===== src/hdl/temp_result_formatter_regs.svh =====
`ifndef TEMP_RESULT_FORMATTER_REGS_SVH
`define TEMP_RESULT_FORMATTER_REGS_SVH

// ----------------------------------------------------------------
// Register indices (byte address = 4 * index)
// ----------------------------------------------------------------
`define IDX_LOCAL_TEMP  6'h00
`define IDX_REMOTE_HI   6'h01
`define IDX_CFG_RD      6'h03
`define IDX_RATE_RD     6'h04
`define IDX_CFG_WR      6'h09
`define IDX_RATE_WR     6'h0a
`define IDX_REMOTE_LO   6'h10
`define IDX_LIM_RLH_LO  6'h13
`define IDX_LIM_RLL_LO  6'h14
`define IDX_FLAGS       6'h30
`define LIM_RD_BASE     6'h05
`define LIM_WR_BASE     6'h0b
`define LIM_SPLIT       6'h04

// ----------------------------------------------------------------
// Fields and reset values
// ----------------------------------------------------------------
`define CFG_RANGE_BIT   2
`define CFG_STBY_BIT    6
`define CFG_WR_MASK     8'he4
`define CFG_RESET       8'h00
`define RATE_RESET      4'h8
`define RATE_MAX        4'ha
`define RATE_AVG_MIN    4'h8
`define AVG_LAST        4'hf
`define LIM_RESET       8'h00
`define EXT_OFFSET      11'sh040
`define BIN_MAX         8'h7f
`define EXT_MAX         8'hff

// ----------------------------------------------------------------
// Timing
// ----------------------------------------------------------------
`define CLK_HZ           50000000
`define CONV_TIME_MAX_MS 16000
`define CONV_PERIOD_DEFAULT (`CONV_TIME_MAX_MS * (`CLK_HZ / 1000))

`endif


===== src/hdl/temp_fmt_pkg.sv =====
package temp_fmt_pkg;

  typedef enum logic [2:0] {
    CUR_BASE = 3'b001,
    CUR_N1   = 3'b010,
    CUR_N2   = 3'b100
  } cur_sel_t;

  typedef enum logic [1:0] {
    MS_IDLE = 2'b01,
    MS_WAIT = 2'b10
  } meas_state_t;

  typedef enum logic [2:0] {
    CV_IDLE   = 3'b001,
    CV_LOCAL  = 3'b010,
    CV_REMOTE = 3'b100
  } conv_state_t;

  typedef struct packed {
    meas_state_t        st;
    logic               avg;
    logic [1:0]         phase;
    logic [9:0]         s0;
    logic [9:0]         s1;
    logic [9:0]         s2;
    logic [3:0]         cnt;
    logic signed [15:0] sum;
    cur_sel_t           cur;
    logic               adc_start;
    logic               done;
    logic signed [11:0] result;
  } meas_reg_t;

  typedef struct packed {
    conv_state_t     st;
    logic [31:0]     tick;
    logic            rdy_s1;
    logic            rdy_s2;
    logic            rdy_d;
    logic            flt_s1;
    logic            flt_s2;
    logic [9:0]      dat_s1;
    logic [9:0]      dat_s2;
    logic            meas_start;
    logic            chan_remote;
    logic            fault_seen;
    logic [7:0]      cfg;
    logic [3:0]      rate;
    logic [5:0][7:0] lim;
    logic [7:0]      local_val;
    logic [7:0]      remote_hi;
    logic [7:0]      remote_lo;
    logic            lock;
    logic [4:0]      flags;
    logic            waitreq;
    logic [31:0]     rdata;
  } top_reg_t;

endpackage


===== src/hdl/meas_seq.sv =====
`timescale 1ns/1ps
`default_nettype none
`include "temp_result_formatter_regs.svh"

module meas_seq
  import temp_fmt_pkg::*;
(
  input  wire logic               clk,
  input  wire logic               nrst,
  input  wire logic               ce,
  input  wire logic               start,
  input  wire logic               avg_en,
  input  wire logic               sample_valid,
  input  wire logic [9:0]         sample,
  output logic      [2:0]         cur_sel,
  output logic                    adc_start,
  output logic                    done,
  output logic signed [11:0]      result
);

  meas_reg_t r;
  meas_reg_t n;

  function automatic cur_sel_t cur_of(input logic [1:0] ph);
    cur_of = ph[0] ? (ph[1] ? CUR_N2 : CUR_N1) : CUR_BASE;
  endfunction

  // ----------------------------------------------------------------
  // Four samples: base, N1, base, N2
  // ----------------------------------------------------------------
  always_comb begin
    logic signed [12:0] d1;
    logic signed [12:0] d2;
    logic signed [12:0] t;
    logic signed [15:0] acc;
    d1 = 13'sh0000;
    d2 = 13'sh0000;
    t = 13'sh0000;
    acc = 16'sh0000;
    n = r;
    n.adc_start = 1'b0;
    n.done = 1'b0;
    unique case (r.st)
      MS_IDLE: begin
        if (start) begin
          n.phase = 2'h0;
          n.cnt = 4'h0;
          n.sum = 16'sh0000;
          n.avg = avg_en;
          n.cur = CUR_BASE;
          n.adc_start = 1'b1;
          n.st = MS_WAIT;
        end
      end
      MS_WAIT: begin
        if (sample_valid) begin
          if (r.phase != 2'h3) begin
            if (r.phase == 2'h0) n.s0 = sample;
            if (r.phase == 2'h1) n.s1 = sample;
            if (r.phase == 2'h2) n.s2 = sample;
            n.phase = r.phase + 2'h1;
            n.cur = cur_of(r.phase + 2'h1);
            n.adc_start = 1'b1;
          end else begin
            // Two steps combined so series resistance drops out
            d1 = $signed({3'b000, r.s1}) - $signed({3'b000, r.s0});
            d2 = $signed({3'b000, sample}) - $signed({3'b000, r.s2});
            t = (d1 <<< 1) - d2;
            acc = r.sum + {{3{t[12]}}, t};
            n.cur = CUR_BASE;
            if (!r.avg) begin
              n.result = t[11:0];
              n.done = 1'b1;
              n.st = MS_IDLE;
            end else if (r.cnt == `AVG_LAST) begin
              n.result = acc[15:4];
              n.done = 1'b1;
              n.st = MS_IDLE;
            end else begin
              n.sum = acc;
              n.cnt = r.cnt + 4'h1;
              n.phase = 2'h0;
              n.adc_start = 1'b1;
            end
          end
        end
      end
    endcase
  end

  always_ff @(posedge clk or negedge nrst) begin
    if (!nrst) begin
      r <= '0;
      r.st <= MS_IDLE;
      r.cur <= CUR_BASE;
    end else if (ce) begin
      r <= n;
    end
  end

  assign cur_sel = r.cur;
  assign adc_start = r.adc_start;
  assign done = r.done;
  assign result = r.result;
endmodule

`default_nettype wire


===== src/hdl/temp_result_formatter.sv =====
// Function
// Remote current steps base-N1 then base-N2
// Average 16 cycles below 16 conversions per second
// Local integer result at index 0x00
// Remote integer 0x01, fraction byte 0x10
// Fraction bits 7:6 only, rest zero
// Low byte read locks high byte
// Config bit 2 selects extended range
// New range applies from next result
// Extended range adds 64 offset
// Binary range saturates to 0..127
// Diode fault keeps last good remote
// Range change leaves limits untouched
// Compare results with limits after conversion
// Twenty-two byte-wide registers in map; the map here decodes 18 indices
// Alternate local and remote conversions continuously
// Result registers read-only, reset zero
// Config read 0x03, write 0x09, reset zero
// Rate code resets to 0x08, no averaging
// Store only complete conversions
//
// Added by the designer: the Avalon-MM slave port.
`timescale 1ns/1ps
`default_nettype none
`include "temp_result_formatter_regs.svh"

module temp_result_formatter
  import temp_fmt_pkg::*;
#(
  parameter int unsigned CONV_PERIOD_CYCLES = `CONV_PERIOD_DEFAULT
)(
  input  wire logic        clk,
  input  wire logic        nrst,
  input  wire logic        ce,
  input  wire logic [7:0]  avs_address,
  input  wire logic        avs_read,
  input  wire logic        avs_write,
  input  wire logic [31:0] avs_writedata,
  input  wire logic [3:0]  avs_byteenable,
  output logic      [31:0] avs_readdata,
  output logic             avs_waitrequest,
  input  wire logic [9:0]  adc_data,
  input  wire logic        adc_ready,
  input  wire logic        diode_fault,
  output logic      [2:0]  cur_sel,
  output logic             adc_start,
  output logic             chan_remote
);

  top_reg_t           r;
  top_reg_t           n;
  logic [5:0]         idx;
  logic               req;
  logic               bus_done;
  logic               meas_done;
  logic signed [11:0] meas_result;
  logic [3:0]         rate_eff;
  logic [31:0]        period;
  logic               ext;
  logic [9:0]         f;
  logic               fault;
  logic               store_local;
  logic               store_remote;

  assign idx = avs_address[7:2];
  assign req = avs_read | avs_write;
  assign bus_done = req && !r.waitreq;
  assign ext = r.cfg[`CFG_RANGE_BIT];
  assign fault = r.fault_seen | r.flt_s2;
  assign rate_eff = (r.rate > `RATE_MAX) ? `RATE_MAX : r.rate;
  assign period = CONV_PERIOD_CYCLES >> rate_eff;
  assign store_local = (r.st == CV_LOCAL) && meas_done;
  assign store_remote = (r.st == CV_REMOTE) && meas_done;

  // ----------------------------------------------------------------
  // Result formatting: {integer byte, quarter bits}
  // ----------------------------------------------------------------
  function automatic logic [9:0] fmt(input logic signed [11:0] q,
                                     input logic e);
    logic signed [10:0] w;
    logic [7:0]         top;
    w = {q[11], q[11:2]};
    top = `BIN_MAX;
    if (e) begin
      w = w + `EXT_OFFSET;
      top = `EXT_MAX;
    end
    if (w < 11'sh000) fmt = 10'h000;
    else if (w > $signed({3'b000, top})) fmt = {top, 2'b00};
    else fmt = {w[7:0], q[1:0]};
  endfunction

  assign f = fmt(meas_result, ext);

  meas_seq u_meas (
    .clk          (clk),
    .nrst         (nrst),
    .ce           (ce),
    .start        (r.meas_start),
    .avg_en       (rate_eff < `RATE_AVG_MIN),
    .sample_valid (r.rdy_s2 && !r.rdy_d),
    .sample       (r.dat_s2),
    .cur_sel      (cur_sel),
    .adc_start    (adc_start),
    .done         (meas_done),
    .result       (meas_result)
  );

  // ----------------------------------------------------------------
  // Next state
  // ----------------------------------------------------------------
  always_comb begin
    logic [7:0] rd;
    rd = 8'h00;
    n = r;
    n.meas_start = 1'b0;
    // Pin inputs; data is stable while ready is high
    n.rdy_s1 = adc_ready;
    n.rdy_s2 = r.rdy_s1;
    n.rdy_d = r.rdy_s2;
    n.flt_s1 = diode_fault;
    n.flt_s2 = r.flt_s1;
    n.dat_s1 = adc_data;
    n.dat_s2 = r.dat_s1;

    // Read mux; unmapped indices read zero
    case (idx)
      `IDX_LOCAL_TEMP: rd = r.local_val;
      `IDX_REMOTE_HI:  rd = r.remote_hi;
      `IDX_REMOTE_LO:  rd = r.remote_lo;
      `IDX_CFG_RD:     rd = r.cfg;
      `IDX_RATE_RD:    rd = {4'h0, r.rate};
      `IDX_LIM_RLH_LO: rd = r.lim[4];
      `IDX_LIM_RLL_LO: rd = r.lim[5];
      `IDX_FLAGS:      rd = {3'h0, r.flags};
      default: begin
        if (idx >= `LIM_RD_BASE && idx < `LIM_RD_BASE + `LIM_SPLIT)
          rd = r.lim[2'(idx - `LIM_RD_BASE)];
      end
    endcase

    // One wait cycle, then complete on the edge waitrequest is low
    if (req && r.waitreq) begin
      n.waitreq = 1'b0;
      n.rdata = {24'h00_0000, rd};
    end else if (bus_done) begin
      n.waitreq = 1'b1;
      if (avs_write && avs_byteenable[0]) begin
        // Result indices have no write path
        case (idx)
          `IDX_CFG_WR: n.cfg = avs_writedata[7:0] & `CFG_WR_MASK;
          `IDX_RATE_WR: n.rate = avs_writedata[3:0];
          `IDX_LIM_RLH_LO: n.lim[4] = avs_writedata[7:0];
          `IDX_LIM_RLL_LO: n.lim[5] = avs_writedata[7:0];
          default: begin
            if (idx >= `LIM_WR_BASE && idx < `LIM_WR_BASE + `LIM_SPLIT)
              n.lim[2'(idx - `LIM_WR_BASE)] = avs_writedata[7:0];
          end
        endcase
      end
      if (avs_read && idx == `IDX_REMOTE_LO) n.lock = 1'b1;
      if (avs_read && idx == `IDX_REMOTE_HI) n.lock = 1'b0;
    end

    // Conversion pacing; a slow conversion simply delays the next
    if (r.tick != 32'h0000_0000) n.tick = r.tick - 32'h0000_0001;

    unique case (r.st)
      CV_IDLE: begin
        if (r.tick == 32'h0000_0000 && !r.cfg[`CFG_STBY_BIT]) begin
          n.tick = period - 32'h0000_0001;
          n.meas_start = 1'b1;
          n.chan_remote = 1'b0;
          n.st = CV_LOCAL;
        end
      end
      CV_LOCAL: begin
        if (store_local) begin
          n.local_val = f[9:2];
          n.flags[0] = f[9:2] > r.lim[0];
          n.flags[1] = f[9:2] <= r.lim[1];
          n.meas_start = 1'b1;
          n.chan_remote = 1'b1;
          n.fault_seen = 1'b0;
          n.st = CV_REMOTE;
        end
      end
      CV_REMOTE: begin
        if (r.flt_s2) n.fault_seen = 1'b1;
        if (store_remote) begin
          n.flags[4] = fault;
          if (!fault) begin
            n.remote_lo = {f[1:0], 6'h00};
            if (!r.lock) n.remote_hi = f[9:2];
            n.flags[2] = f > {r.lim[2], r.lim[4][7:6]};
            n.flags[3] = f <= {r.lim[3], r.lim[5][7:6]};
          end
          n.chan_remote = 1'b0;
          n.st = CV_IDLE;
        end
      end
    endcase
  end

  // Limits are only ever written by the bus, so a range switch
  // leaves them in the old format until software rewrites them.
  always_ff @(posedge clk or negedge nrst) begin
    if (!nrst) begin
      r <= '0;
      r.st <= CV_IDLE;
      r.cfg <= `CFG_RESET;
      r.rate <= `RATE_RESET;
      r.lim <= {6{`LIM_RESET}};
      r.waitreq <= 1'b1;
    end else if (ce) begin
      r <= n;
    end
  end

  assign avs_readdata = r.rdata;
  assign avs_waitrequest = r.waitreq;
  assign chan_remote = r.chan_remote;
endmodule

`default_nettype wire


===== config.mk =====
export PLATFORM = sky130hd
export DESIGN_NAME = temp_result_formatter
export DESIGN_NICKNAME = d
export VERILOG_FILES = /design/src/hdl/temp_fmt_pkg.sv /design/src/hdl/meas_seq.sv /design/src/hdl/temp_result_formatter.sv
export VERILOG_INCLUDE_DIRS = /design/src /design/src/hdl
export SDC_FILE = /design/constraint.sdc
export NUM_CORES = 1
export LEC_CHECK = 0
export BUFFER_PORTS_ARGS = -buffer_cell sky130_fd_sc_hd__buf_2
export CORE_UTILIZATION = 56
export CTS_CLUSTER_SIZE = 8
export DETAILED_ROUTE_END_ITERATION = 6
export GPL_ROUTABILITY_DRIVEN = 0
export PLACE_DENSITY_LB_ADDON = 0.25
export SYNTH_ARGS = -nofsm -noshare
export SYNTH_HDL_FRONTEND = slang
export SYNTH_SLANG_ARGS = --single-unit
export TNS_END_PERCENT = 10

===== constraint.sdc =====
create_clock -name clk -period 5.4 [get_ports clk]
set_input_delay 0 -clock clk [delete_from_list [all_inputs] [get_ports clk]]
set_output_delay 0 -clock clk [all_outputs]
set_load 0.02 [all_outputs]

Yosys cells after proc, flatten, opt, wreduce, memory -nomap -nowiden
Index checks and enable logic that the tools add are counted. Widths: inputs -> output; s select.

Add/subtract/negate cells: 11. Magnitude comparators: 15. Equal/unequal tests: 31. Shift-type cells: 1. Multiplexer cells: 61. Bitwise gates (word level): 9. Reductions and logical operators: 50.

Operators with widths (number): $mux 69 (1); $mux 32 (2); $pmux 8 s8 (1); $sub 32x1->32 const B (2); $mux 20 (3); $mux 13 (4); $mux 10 (5); $bwmux 48 (1); $mux 48 (1); $pmux 24 s2 (1); $reduce_and 5->1 (9); $mux 35 (1); $logic_not 32->1 (1); $mux 8 (4); $pmux 8 s2 (2); $reduce_bool 32->1 (1); $shr 30x4->32 const A (1); $mux 30 (1); $mux 24 (1); $reduce_and 6->1 (4); $sub 10x10->11 (2); $eq 6x5->1 const B (3); $ne 2x2->1 const B (9); $add 16x16->16 (1); other kinds (58) (117).

Bits in registers: 224. Logic and storage cells: 219.

Logic depth before layout (Yosys ltp)
Gate-level depths: netlist of the first run.

Depth in word-level cells: 8. Gate-level depth with buffers: 28. Mapped depth without buffers: 28.

Modules after synthesis
Synthesis of the first run repeated with hierarchy kept, for this count alone.

Cell total of the unflattened synthesis: 1442. Area total of the unflattened synthesis: 13902.1 um2.

Modules (own cells, without submodules): temp_result_formatter (times used 1, cells each 896, area each 8819.7 um2, seq. area each 3807.4 um2); meas_seq (times used 1, cells each 546, area each 5082.4 um2, seq. area each 1804.2 um2).

Worst setup path before layout of the first run
No wires, ideal clock.

Path type: register -> register. From: reg r[126] (netlist name). To: reg u_meas.r[32] (netlist name). Library setup time: 83 ps. Data arrival time: 4984 ps. Path slack: 334 ps. Cell stages (with the launch flop): 25. Clock period less this slack: 5066 ps. Cells stage by stage: dfrtp_1 -> inv_1 -> ha_1 -> inv_1 -> fa_1 -> a21o_1 -> a21oi_1 -> o21ai_0 -> and2_1 -> o21ai_0 -> nand2b_1 -> a21oi_1 -> xor2_1 -> ha_1 -> a211oi_1 -> nand3_1 -> a31o_2 -> a221oi_2 -> ha_1 -> a21oi_1 -> o21bai_1 -> a221oi_1 -> xor2_1 -> or4_1 -> o21ai_0.

Word-level cells in the longest chain between the ends: 8.

RTL lines: from (decl) (line temp_result_formatter.sv:50) `top_reg_t r;`; from (signal assigned) (line temp_result_formatter.sv:216) `r <= n;`; $sub 10x10->11 (line meas_seq.sv:67) `d2 = $signed({3'b000, sample}) - $signed({3'b000, r.s2});`; $sub 13x13->13 (line meas_seq.sv:68) `t = (d1 <<< 1) - d2;`; $add 16x16->16 (line meas_seq.sv:69) `acc = r.sum + {{3{t[12]}}, t};`; $mux 20 (line meas_seq.sv:75) `` end else if (r.cnt == `AVG_LAST) begin ``; $mux 20 (line meas_seq.sv:71) `if (!r.avg) begin`; $mux 20 (line meas_seq.sv:57) `if (r.phase != 2'h3) begin`; $mux 69 (line meas_seq.sv:56) `if (sample_valid) begin`; $pmux 24 s2 (line meas_seq.sv:43) `unique case (r.st)`; to (signal assigned) (line meas_seq.sv:97) `r <= n;`; to (decl) (line meas_seq.sv:21) `meas_reg_t r;`.

No other way between the ends. The select of a mux whose other input is x is not followed. A chain may end at the register's enable or synchronous reset.

Final worst setup path of the first run
From: reg r[126] (netlist name). To: reg u_meas.r (netlist bit u_meas.result[11]).

Word-level cells in the longest chain between the ends: 5.

RTL lines (line): $sub 10x10->11 * (meas_seq.sv:67); $sub 13x13->13 * (meas_seq.sv:68); $add 16x16->16 (meas_seq.sv:69); $mux 13 (meas_seq.sv:75); $mux 13 * (meas_seq.sv:71).

Mark *: on every way between the ends. The rest lies on a longest branch, timed or not. The select of a mux whose other input is x is not followed.

==> flow_metrics.py, run 1 <==
metrics = {
    "logic_synthesis": {
        "synth_largest_area_cell": "sky130_fd_sc_hd__dfrtp_1",
        "netlist_top_cells_count": "219 x sky130_fd_sc_hd__dfrtp_1, 124 x sky130_fd_sc_hd__mux2_2, 118 x sky130_fd_sc_hd__nand2_1",
        "syn_avg_cell_area_um2": 9.95,
        "synthDominantCellAreaShare": 0.396,
        "synthFlopType": "sky130_fd_sc_hd__dfrtp_1",
        "synth_edf_count": 0,
        "seq_area_frac_synth": 0.406,
        "synth_cell_type_count": 75,
        "synthArstFlopShare": 1.00,
        "yosys_warnings": 0,
        "synth.ff_latch_count": 224,
        "synth.cell_area_um2": 13800,
        "ys_top_cells_by_area": "sky130_fd_sc_hd__dfrtp_1 40%, sky130_fd_sc_hd__mux2_2 10%, sky130_fd_sc_hd__ha_1 8.9%, sky130_fd_sc_hd__o21ai_0 3.3%, sky130_fd_sc_hd__nand2_1 3.2%",
        "syn_inst": 1389,
        "most_instantiated_library_cell_after_synthesis": "sky130_fd_sc_hd__dfrtp_1",
    },
    "setup_path": {
        "reg2reg_to": "u_meas.result[11]",
        "crit_path_end_kind": "register",
        "worst-endpoint-arrival_ns": 5.54,
        "critical_path_class": "reg -> reg",
        "worstPathRequired_ns": 5.77,
        "worstReg2RegStart": "r[126]",
        "timing.reg2reg.worst_path_depth": 25,
        "worst_setup_start_kind": "register",
        "critPathMaxFanout": 4,
        "ff2ff_setup_slack_ns": 0.23,
    },
    "grt": {
        "grt_start_max_net_pins": 122,
        "groute.layer.met3.usage": 0.0344,
        "grt_pass1_wl_um": 53100,
        "groute.layer.met2.usage": 0.422,
        "globalRoute.totalOverflow": 0,
        "grt_antenna_before_repair": 0,
        "grt_most_used_layer": "met2",
        "global_routing_usage_on_met1": 0.360,
        "grt_pass1_vias": 10500,
        "groute.usage.overall": 0.258,
    },
    "drt": {
        "drt_pass1_iterations": 6,
        "avgViaCountPerCell": 5.98,
        "ant_nets": 0,
        "wl_per_cell_um": 18.2,
        "vias": 10600,
        "routed_wire_length_um": 32300,
        "drcViolationCount": 0,
        "detailedRoute.firstIterationViolations": 974,
    },
    "hold_path": {
        "worst_hold_startpoint": "ce",
        "whs_path_depth": 2,
        "whs_endpoint": "r[126]",
        "worst_hold_path_type": "in -> reg",
    },
    "die": {
        "die_y_um": 159,
        "io_pins": 99,
        "coreArea_um2": 24200,
        "fp-row-count": 57,
        "die_width_um": 159,
        "die_area_um2": 25300,
        "initial_core_util": 0.570,
    },
    "power": {
        "power-per-cell-area_nw_per_um2": 313,
        "total_power_mw": 4.82,
        "power.static_leakage_nw": 7.15,
        "maximum_vdd_drop_uv": 249,
    },
    "layout": {
        "antenna_cells": 0,
        "fin_cells": 1778,
        "design.final.nets": 1607,
        "final.fill_count": 1990,
        "syn_to_final_growth_pct": 11.5,
        "post_route_cells_drive_above_1_share": 0.179,
        "utilization": 0.636,
    },
    "place": {
        "port_buffers": 45,
        "placedCellCount": 1708,
        "detailed_place_hpwl_um": 22500,
    },
    "clock_tree": {
        "insertion_delay_ns": 0.51,
        "tritoncts": "yes",
        "numClockSinks": 224,
        "cts_htree_levels": 2,
        "cts-buffers-inserted": 34,
        "clock_path_buffers": 3,
        "post_cts_clock_slew_at_the_launch_and_capture_registers_of_the_worst_setup_and_hold_paths_ns": 0.05,
        "clk_root_buffer_cell": "sky130_fd_sc_hd__clkbuf_16",
    },
    "timing": {
        "timing.slew.headroom": 0.275,
        "min_period_ns": 5.17,
        "final.period_utilization": 0.957,
        "grt_setup_unrepaired": "true",
        "final-max-slew-violation-count": 0,
        "hold_violations": 0,
        "final.setup_skew_ns": 0.0219,
        "achievable-frequency_mhz": 193,
        "totalNegativeSetupSlack_ns": 0,
        "final-setup-viol-count": 0,
        "timing_worst_slew_pin_value_ns": 1.08,
    },
    "run": {
        "max_cap_viol_count": 0,
    },
    "outcome": {
        "status": "finished, final reports clean",
    },
}
## metal layers
metal | wire length, um | up-vias | share of wire
met2 | 15200 | 319 | 0.47
met3 | 1670 | 44 | 0.052
met5 | 0 | - | 0
met1 | 14800 | 5218 | 0.46
met4 | 610 | 0 | 0.019
li1 | - | 5045 | -
## per-stage QoR
stage                     setup slack (ns)  hold slack (ns)  area (um2)
after detailed placement           -0.0374            0.175       14200
after CTS                           0.0365          0.00311       15400
after floorplan                      0.334           -0.296       13900
after global routing               -0.0569           0.0533       15400
final                                0.230           0.0186       15400
after global placement               0.122            0.167       14200
## final cells by class
type                            instances  area (um2)  share of cell area
Clock buffer                           43         906              0.0588
Clock inverter                          3        41.3             0.00268
Inverter                              106         398              0.0258
Multi-Input combinational cell        996        7470               0.485
Sequential cell                       224        5610               0.364
Tap cell                              324         405              0.0263
Timing Repair Buffer                   82         573              0.0372
## logic make-up (layout without fill, tap and decap cells)
kind of cell,after synthesis,after routing,share of synthesized area
compound gates,357,357,0.169
xor+xnor,42,42,0.0266
fa+ha+maj,102,102,0.0945
buf+inv,192,234,0.0634
flops,224,224,0.406
mux,136,136,0.117
other cells,2,25,0.000543
simple gates,334,334,0.123
## repair_timing
action | 4_1_cts | 5_1_grt
pin swaps | 0 | 8
hold buffers | 23 | 0
endpoints found under the hold margin | 186 | 0
gates cloned | 0 | 0
buffers inserted | 0 | 1
endpoints found under the setup margin | 2 | 7
gates resized for setup | 1 | 17
## state kept, by name, indices dropped and copies added (netlist names)
| register | cells |
|---|---|
| ext | 1 |
| u_meas.cur_sel | 3 |
| u_meas.r | 55 |
| u_meas.result | 12 |
| chan_remote | 1 |
| r | 128 |
| avs_readdata | 8 |
| avs_waitrequest | 1 |
| u_meas.done | 1 |
| n | 13 |
| u_meas.adc_start | 1 |
## worst max-delay path by stage
| stage | startpoint | endpoint | slack, ns | cells after the start |
|---|---|---|---|---|
| floorplan | r[126] | u_meas.r[32] | 0.33 | 24 |
| finish | r[126] | u_meas.result[11] | 0.23 | 25 |
| global route | r[126] | u_meas.result[11] | -0.06 | 25 |
| detailed placement | r[126] | u_meas.r[32] | -0.04 | 24 |
| CTS | r[126] | u_meas.r[32] | 0.04 | 24 |
| global placement | r[126] | u_meas.r[32] | 0.12 | 24 |
## report_power, final
part	leakage (nW)	switching (mW)	internal [mW]
clock network	0.459	0.743	1.17
logic	3.72	0.565	0.387
registers	2.97	0.139	1.82
total	7.15	1.45	3.37
## cell usage in the layout, fill, tap and decap left out, types with 7 or more instances in the layout
cell type / instances
sky130_fd_sc_hd__a211oi_1: 8
sky130_fd_sc_hd__a21o_1: 20
sky130_fd_sc_hd__a21oi_1: 73
sky130_fd_sc_hd__a22o_1: 16
sky130_fd_sc_hd__a22oi_1: 16
sky130_fd_sc_hd__a31oi_1: 16
sky130_fd_sc_hd__and2_1: 11
sky130_fd_sc_hd__and3_1: 7
sky130_fd_sc_hd__buf_2: 43
sky130_fd_sc_hd__buf_4: 15
sky130_fd_sc_hd__clkbuf_1: 8
sky130_fd_sc_hd__clkbuf_16: 35
sky130_fd_sc_hd__conb_1: 25
sky130_fd_sc_hd__dfrtp_1: 219
sky130_fd_sc_hd__dlygate4sd3_1: 23
sky130_fd_sc_hd__ha_1: 98
sky130_fd_sc_hd__inv_1: 105
sky130_fd_sc_hd__mux2_2: 124
sky130_fd_sc_hd__mux4_2: 8
sky130_fd_sc_hd__nand2_1: 118
sky130_fd_sc_hd__nand2b_1: 15
sky130_fd_sc_hd__nand3_1: 27
sky130_fd_sc_hd__nand4_1: 14
sky130_fd_sc_hd__nor2_1: 49
sky130_fd_sc_hd__nor2b_1: 17
sky130_fd_sc_hd__nor3_1: 30
sky130_fd_sc_hd__o211ai_1: 10
sky130_fd_sc_hd__o21a_1: 27
sky130_fd_sc_hd__o21ai_0: 84
sky130_fd_sc_hd__o21ai_1: 7
sky130_fd_sc_hd__o31ai_1: 15
sky130_fd_sc_hd__or3_1: 13
sky130_fd_sc_hd__xnor2_1: 25
sky130_fd_sc_hd__xor2_1: 16
## critical path: stages, from the launching register on
cell and delay [ns]:
sky130_fd_sc_hd__dfrtp_1 0.35, sky130_fd_sc_hd__inv_1 0.07, sky130_fd_sc_hd__ha_1 0.17, sky130_fd_sc_hd__inv_1 0.06
sky130_fd_sc_hd__fa_1 0.39, sky130_fd_sc_hd__a21o_1 0.19, sky130_fd_sc_hd__a21oi_2 0.15, sky130_fd_sc_hd__o21ai_0 0.09
sky130_fd_sc_hd__and2_1 0.18, sky130_fd_sc_hd__o21ai_2 0.13, sky130_fd_sc_hd__nand2b_1 0.08, sky130_fd_sc_hd__a21oi_2 0.17
sky130_fd_sc_hd__xor2_1 0.17, sky130_fd_sc_hd__ha_1 0.30, sky130_fd_sc_hd__a211oi_2 0.29, sky130_fd_sc_hd__o211ai_1 0.17
sky130_fd_sc_hd__nand2_1 0.15, sky130_fd_sc_hd__xnor2_1 0.10, sky130_fd_sc_hd__ha_1 0.24, sky130_fd_sc_hd__or3_1 0.38
sky130_fd_sc_hd__a31oi_1 0.23, sky130_fd_sc_hd__nor2_1 0.12, sky130_fd_sc_hd__a221oi_2 0.29, sky130_fd_sc_hd__xor2_1 0.30
sky130_fd_sc_hd__mux2i_1 0.22, sky130_fd_sc_hd__nand3_1 0.08
Power figures use the tool's default switching activity.
==> inputs of run 2 (changes only) <==
--- a/config.mk
+++ b/config.mk
@@ -7,11 +7,13 @@
 export NUM_CORES = 1
 export LEC_CHECK = 0
 export BUFFER_PORTS_ARGS = -buffer_cell sky130_fd_sc_hd__buf_2
+export CAP_MARGIN = 20
 export CORE_UTILIZATION = 56
 export CTS_CLUSTER_SIZE = 8
 export DETAILED_ROUTE_END_ITERATION = 6
 export GPL_ROUTABILITY_DRIVEN = 0
 export PLACE_DENSITY_LB_ADDON = 0.25
+export SETUP_SLACK_MARGIN = 0.5
 export SYNTH_ARGS = -nofsm -noshare
 export SYNTH_HDL_FRONTEND = slang
 export SYNTH_SLANG_ARGS = --single-unit
==> flow_metrics.py, run 2 (same netlist as run 1, synthesis figures left out) <==
metrics = {
    "clock_tree": {
        "cts-buffers-inserted": 31,
        "clock_path_buffers": 3,
        "tritoncts": "yes",
        "numClockSinks": 224,
        "clk_root_buffer_cell": "sky130_fd_sc_hd__clkbuf_16",
        "cts_htree_levels": 1,
        "insertion_delay_ns": 0.55,
        "post_cts_clock_slew_at_the_launch_and_capture_registers_of_the_worst_setup_and_hold_paths_ns": 0.05,
    },
    "grt": {
        "groute.layer.met3.usage": 0.0323,
        "grt_pass1_wl_um": 53900,
        "grt_antenna_before_repair": 0,
        "groute.usage.overall": 0.261,
        "globalRoute.totalOverflow": 0,
        "grt_most_used_layer": "met2",
        "grt_start_max_net_pins": 142,
        "groute.layer.met2.usage": 0.421,
        "grt_pass1_vias": 10500,
        "global_routing_usage_on_met1": 0.371,
    },
    "timing": {
        "grt_setup_unrepaired": "true",
        "timing_worst_slew_pin_value_ns": 1.12,
        "worst_hold_slack_ns": 0.0105,
        "setup_ws_ns": 0.389,
        "final-max-slew-violation-count": 0,
        "min_period_ns": 5.01,
        "final-setup-viol-count": 0,
        "final.setup_skew_ns": 0.0131,
        "timing.slew.headroom": 0.253,
        "final.period_utilization": 0.928,
        "totalNegativeSetupSlack_ns": 0,
        "achievable-frequency_mhz": 200,
        "hold_violations": 0,
    },
    "power": {
        "total_power_mw": 4.73,
        "power-per-cell-area_nw_per_um2": 305,
        "power.static_leakage_nw": 7.18,
        "maximum_vdd_drop_uv": 261,
    },
    "layout": {
        "largest-register": "r",
        "design.final.nets": 1617,
        "utilization": 0.640,
        "final_cell_area_um2": 15500,
        "post_route_cells_drive_above_1_share": 0.183,
        "antenna_cells": 0,
        "leading_cell_type_in_the_layout_fill_and_taps_excluded": "sky130_fd_sc_hd__dfrtp_1",
        "final.fill_count": 2020,
        "fin_cells": 1801,
        "largest_register_ffs": 128,
        "final_cell_mix": "219 x sky130_fd_sc_hd__dfrtp_1, 124 x sky130_fd_sc_hd__mux2_2, 117 x sky130_fd_sc_hd__nand2_1, 103 x sky130_fd_sc_hd__inv_1, 94 x sky130_fd_sc_hd__ha_1",
        "syn_to_final_growth_pct": 12.3,
    },
    "drt": {
        "drcViolationCount": 0,
        "avgViaCountPerCell": 5.90,
        "ant_nets": 0,
        "routed_wire_length_um": 32400,
        "vias": 10600,
        "detailedRoute.firstIterationViolations": 892,
        "drt_pass1_iterations": 6,
        "wl_per_cell_um": 18.0,
    },
    "die": {
        "die_area_um2": 25300,
        "coreArea_um2": 24200,
        "die_y_um": 159,
        "fp-row-count": 57,
        "die_width_um": 159,
        "io_pins": 99,
        "initial_core_util": 0.570,
    },
    "setup_path": {
        "critical-path-top-cell-by-count": "sky130_fd_sc_hd__ha_1",
        "crit_path_max_incr_delay_ns": 0.39,
        "crit_path_end_kind": "register",
        "critPathSlowestCell": "sky130_fd_sc_hd__fa_1",
        "timing.reg2reg.worst_path_depth": 23,
        "worstPathRequired_ns": 5.82,
        "ff2ff_setup_slack_ns": 0.39,
        "worst_setup_start_kind": "register",
        "crit_path_cell_trace": "inv_1 -> ha_1 -> inv_1 -> fa_1 -> a21o_1 -> a21oi_2 -> o21ai_0 -> a21oi_2 -> xnor2_1 -> ha_1 -> a21o_1 -> a211oi_4 -> o211ai_1 -> nand2_1 -> xnor2_1 -> ha_1 -> or3_1 -> a31oi_1 -> nor2_1 -> a221oi_2 -> xor2_1 -> mux2i_1 -> nand3_1",
        "critPathMaxFanout": 4,
        "worstReg2RegStart": "u_meas.r[47]",
        "worst-endpoint-arrival_ns": 5.43,
        "reg2reg_to": "u_meas.result[11]",
        "critical_path_class": "reg -> reg",
    },
    "place": {
        "port_buffers": 45,
        "detailed_place_hpwl_um": 22600,
        "placedCellCount": 1706,
        "detailed_place.area_um2": 14200,
        "preCtsSetupSlack_ns": 0.0254,
    },
    "hold_path": {
        "worst_hold_path_type": "in -> async",
    },
    "outcome": {
        "status": "finished, final reports clean",
    },
    "run": {
        "max_cap_viol_count": 0,
    },
}
==> run 2: cell count changes in the layout (fill, tap and decap cells not counted), moves of 2 or more <==
cell	delta
sky130_fd_sc_hd__clkbuf_16	-4
sky130_fd_sc_hd__clkinv_8	-2
sky130_fd_sc_hd__inv_2	+2
sky130_fd_sc_hd__ha_1	-4
sky130_fd_sc_hd__buf_4	+7
sky130_fd_sc_hd__dlygate4sd3_1	+3
sky130_fd_sc_hd__ha_4	+3
sky130_fd_sc_hd__inv_1	-2
sky130_fd_sc_hd__clkbuf_1	+17
sky130_fd_sc_hd__buf_12	+2
sky130_fd_sc_hd__a21oi_1	-2
==> run 2: final cells by class <==
cell class,count,area (um2),area share
Clock buffer,56,870,0.0560
Inverter,106,398,0.0256
Multi-Input combinational cell,996,7530,0.485
Sequential cell,224,5610,0.362
Tap cell,324,405,0.0261
Timing Repair Buffer,95,707,0.0455
==> run 2: routing by layer <==
layer	vias up	part of all wire
met1	5157	0.46
met4	0	0.028
met3	66	0.056
met5	-	0
met2	318	0.46
li1	5087	-
==> run 2: how the worst max path moves through the flow <==
stage / start / endpoint / slack [ns]
after floorplan: r[126] / u_meas.r[32] / 0.52
after global placement: r[126] / u_meas.r[32] / 0.20
after detailed placement: r[126] / u_meas.r[32] / 0.03
after CTS: r[126] / u_meas.result[11] / 0.44
after global routing: r[126] / u_meas.r[32] / 0.14
final: u_meas.r[47] / u_meas.result[11] / 0.39
==> run 2: worst max-delay path, delay by kind of cell (launching register included) <==
family | cells | cell delay [ns]
compound gates | 9 | 1.79
fa+ha+maj | 4 | 1.07
simple gates | 4 | 0.72
xor+xnor | 3 | 0.53
flops | 1 | 0.38
mux | 1 | 0.24
buf+inv | 2 | 0.11
==> run 2: where the power goes <==
| group | leakage, nW | switching, mW | total [mW] | internal (mW) |
|---|---|---|---|---|
| clock | 0.412 | 0.716 | 1.78 | 1.06 |
| combinational | 3.79 | 0.574 | 0.987 | 0.413 |
| sequential | 2.97 | 0.144 | 1.96 | 1.82 |
| total | 7.18 | 1.43 | 4.73 | 3.29 |
==> run 2: timing repair <==
| action | in CTS | in global routing |
|---|---|---|
| hold buffers | 26 | 0 |
| pin swaps | 21 | 13 |
| setup endpoints to repair | 10 | 13 |
| setup buffers | 13 | 0 |
| gates cloned | 0 | 0 |
| resized for setup | 16 | 10 |
| hold endpoints to repair | 170 | 0 |
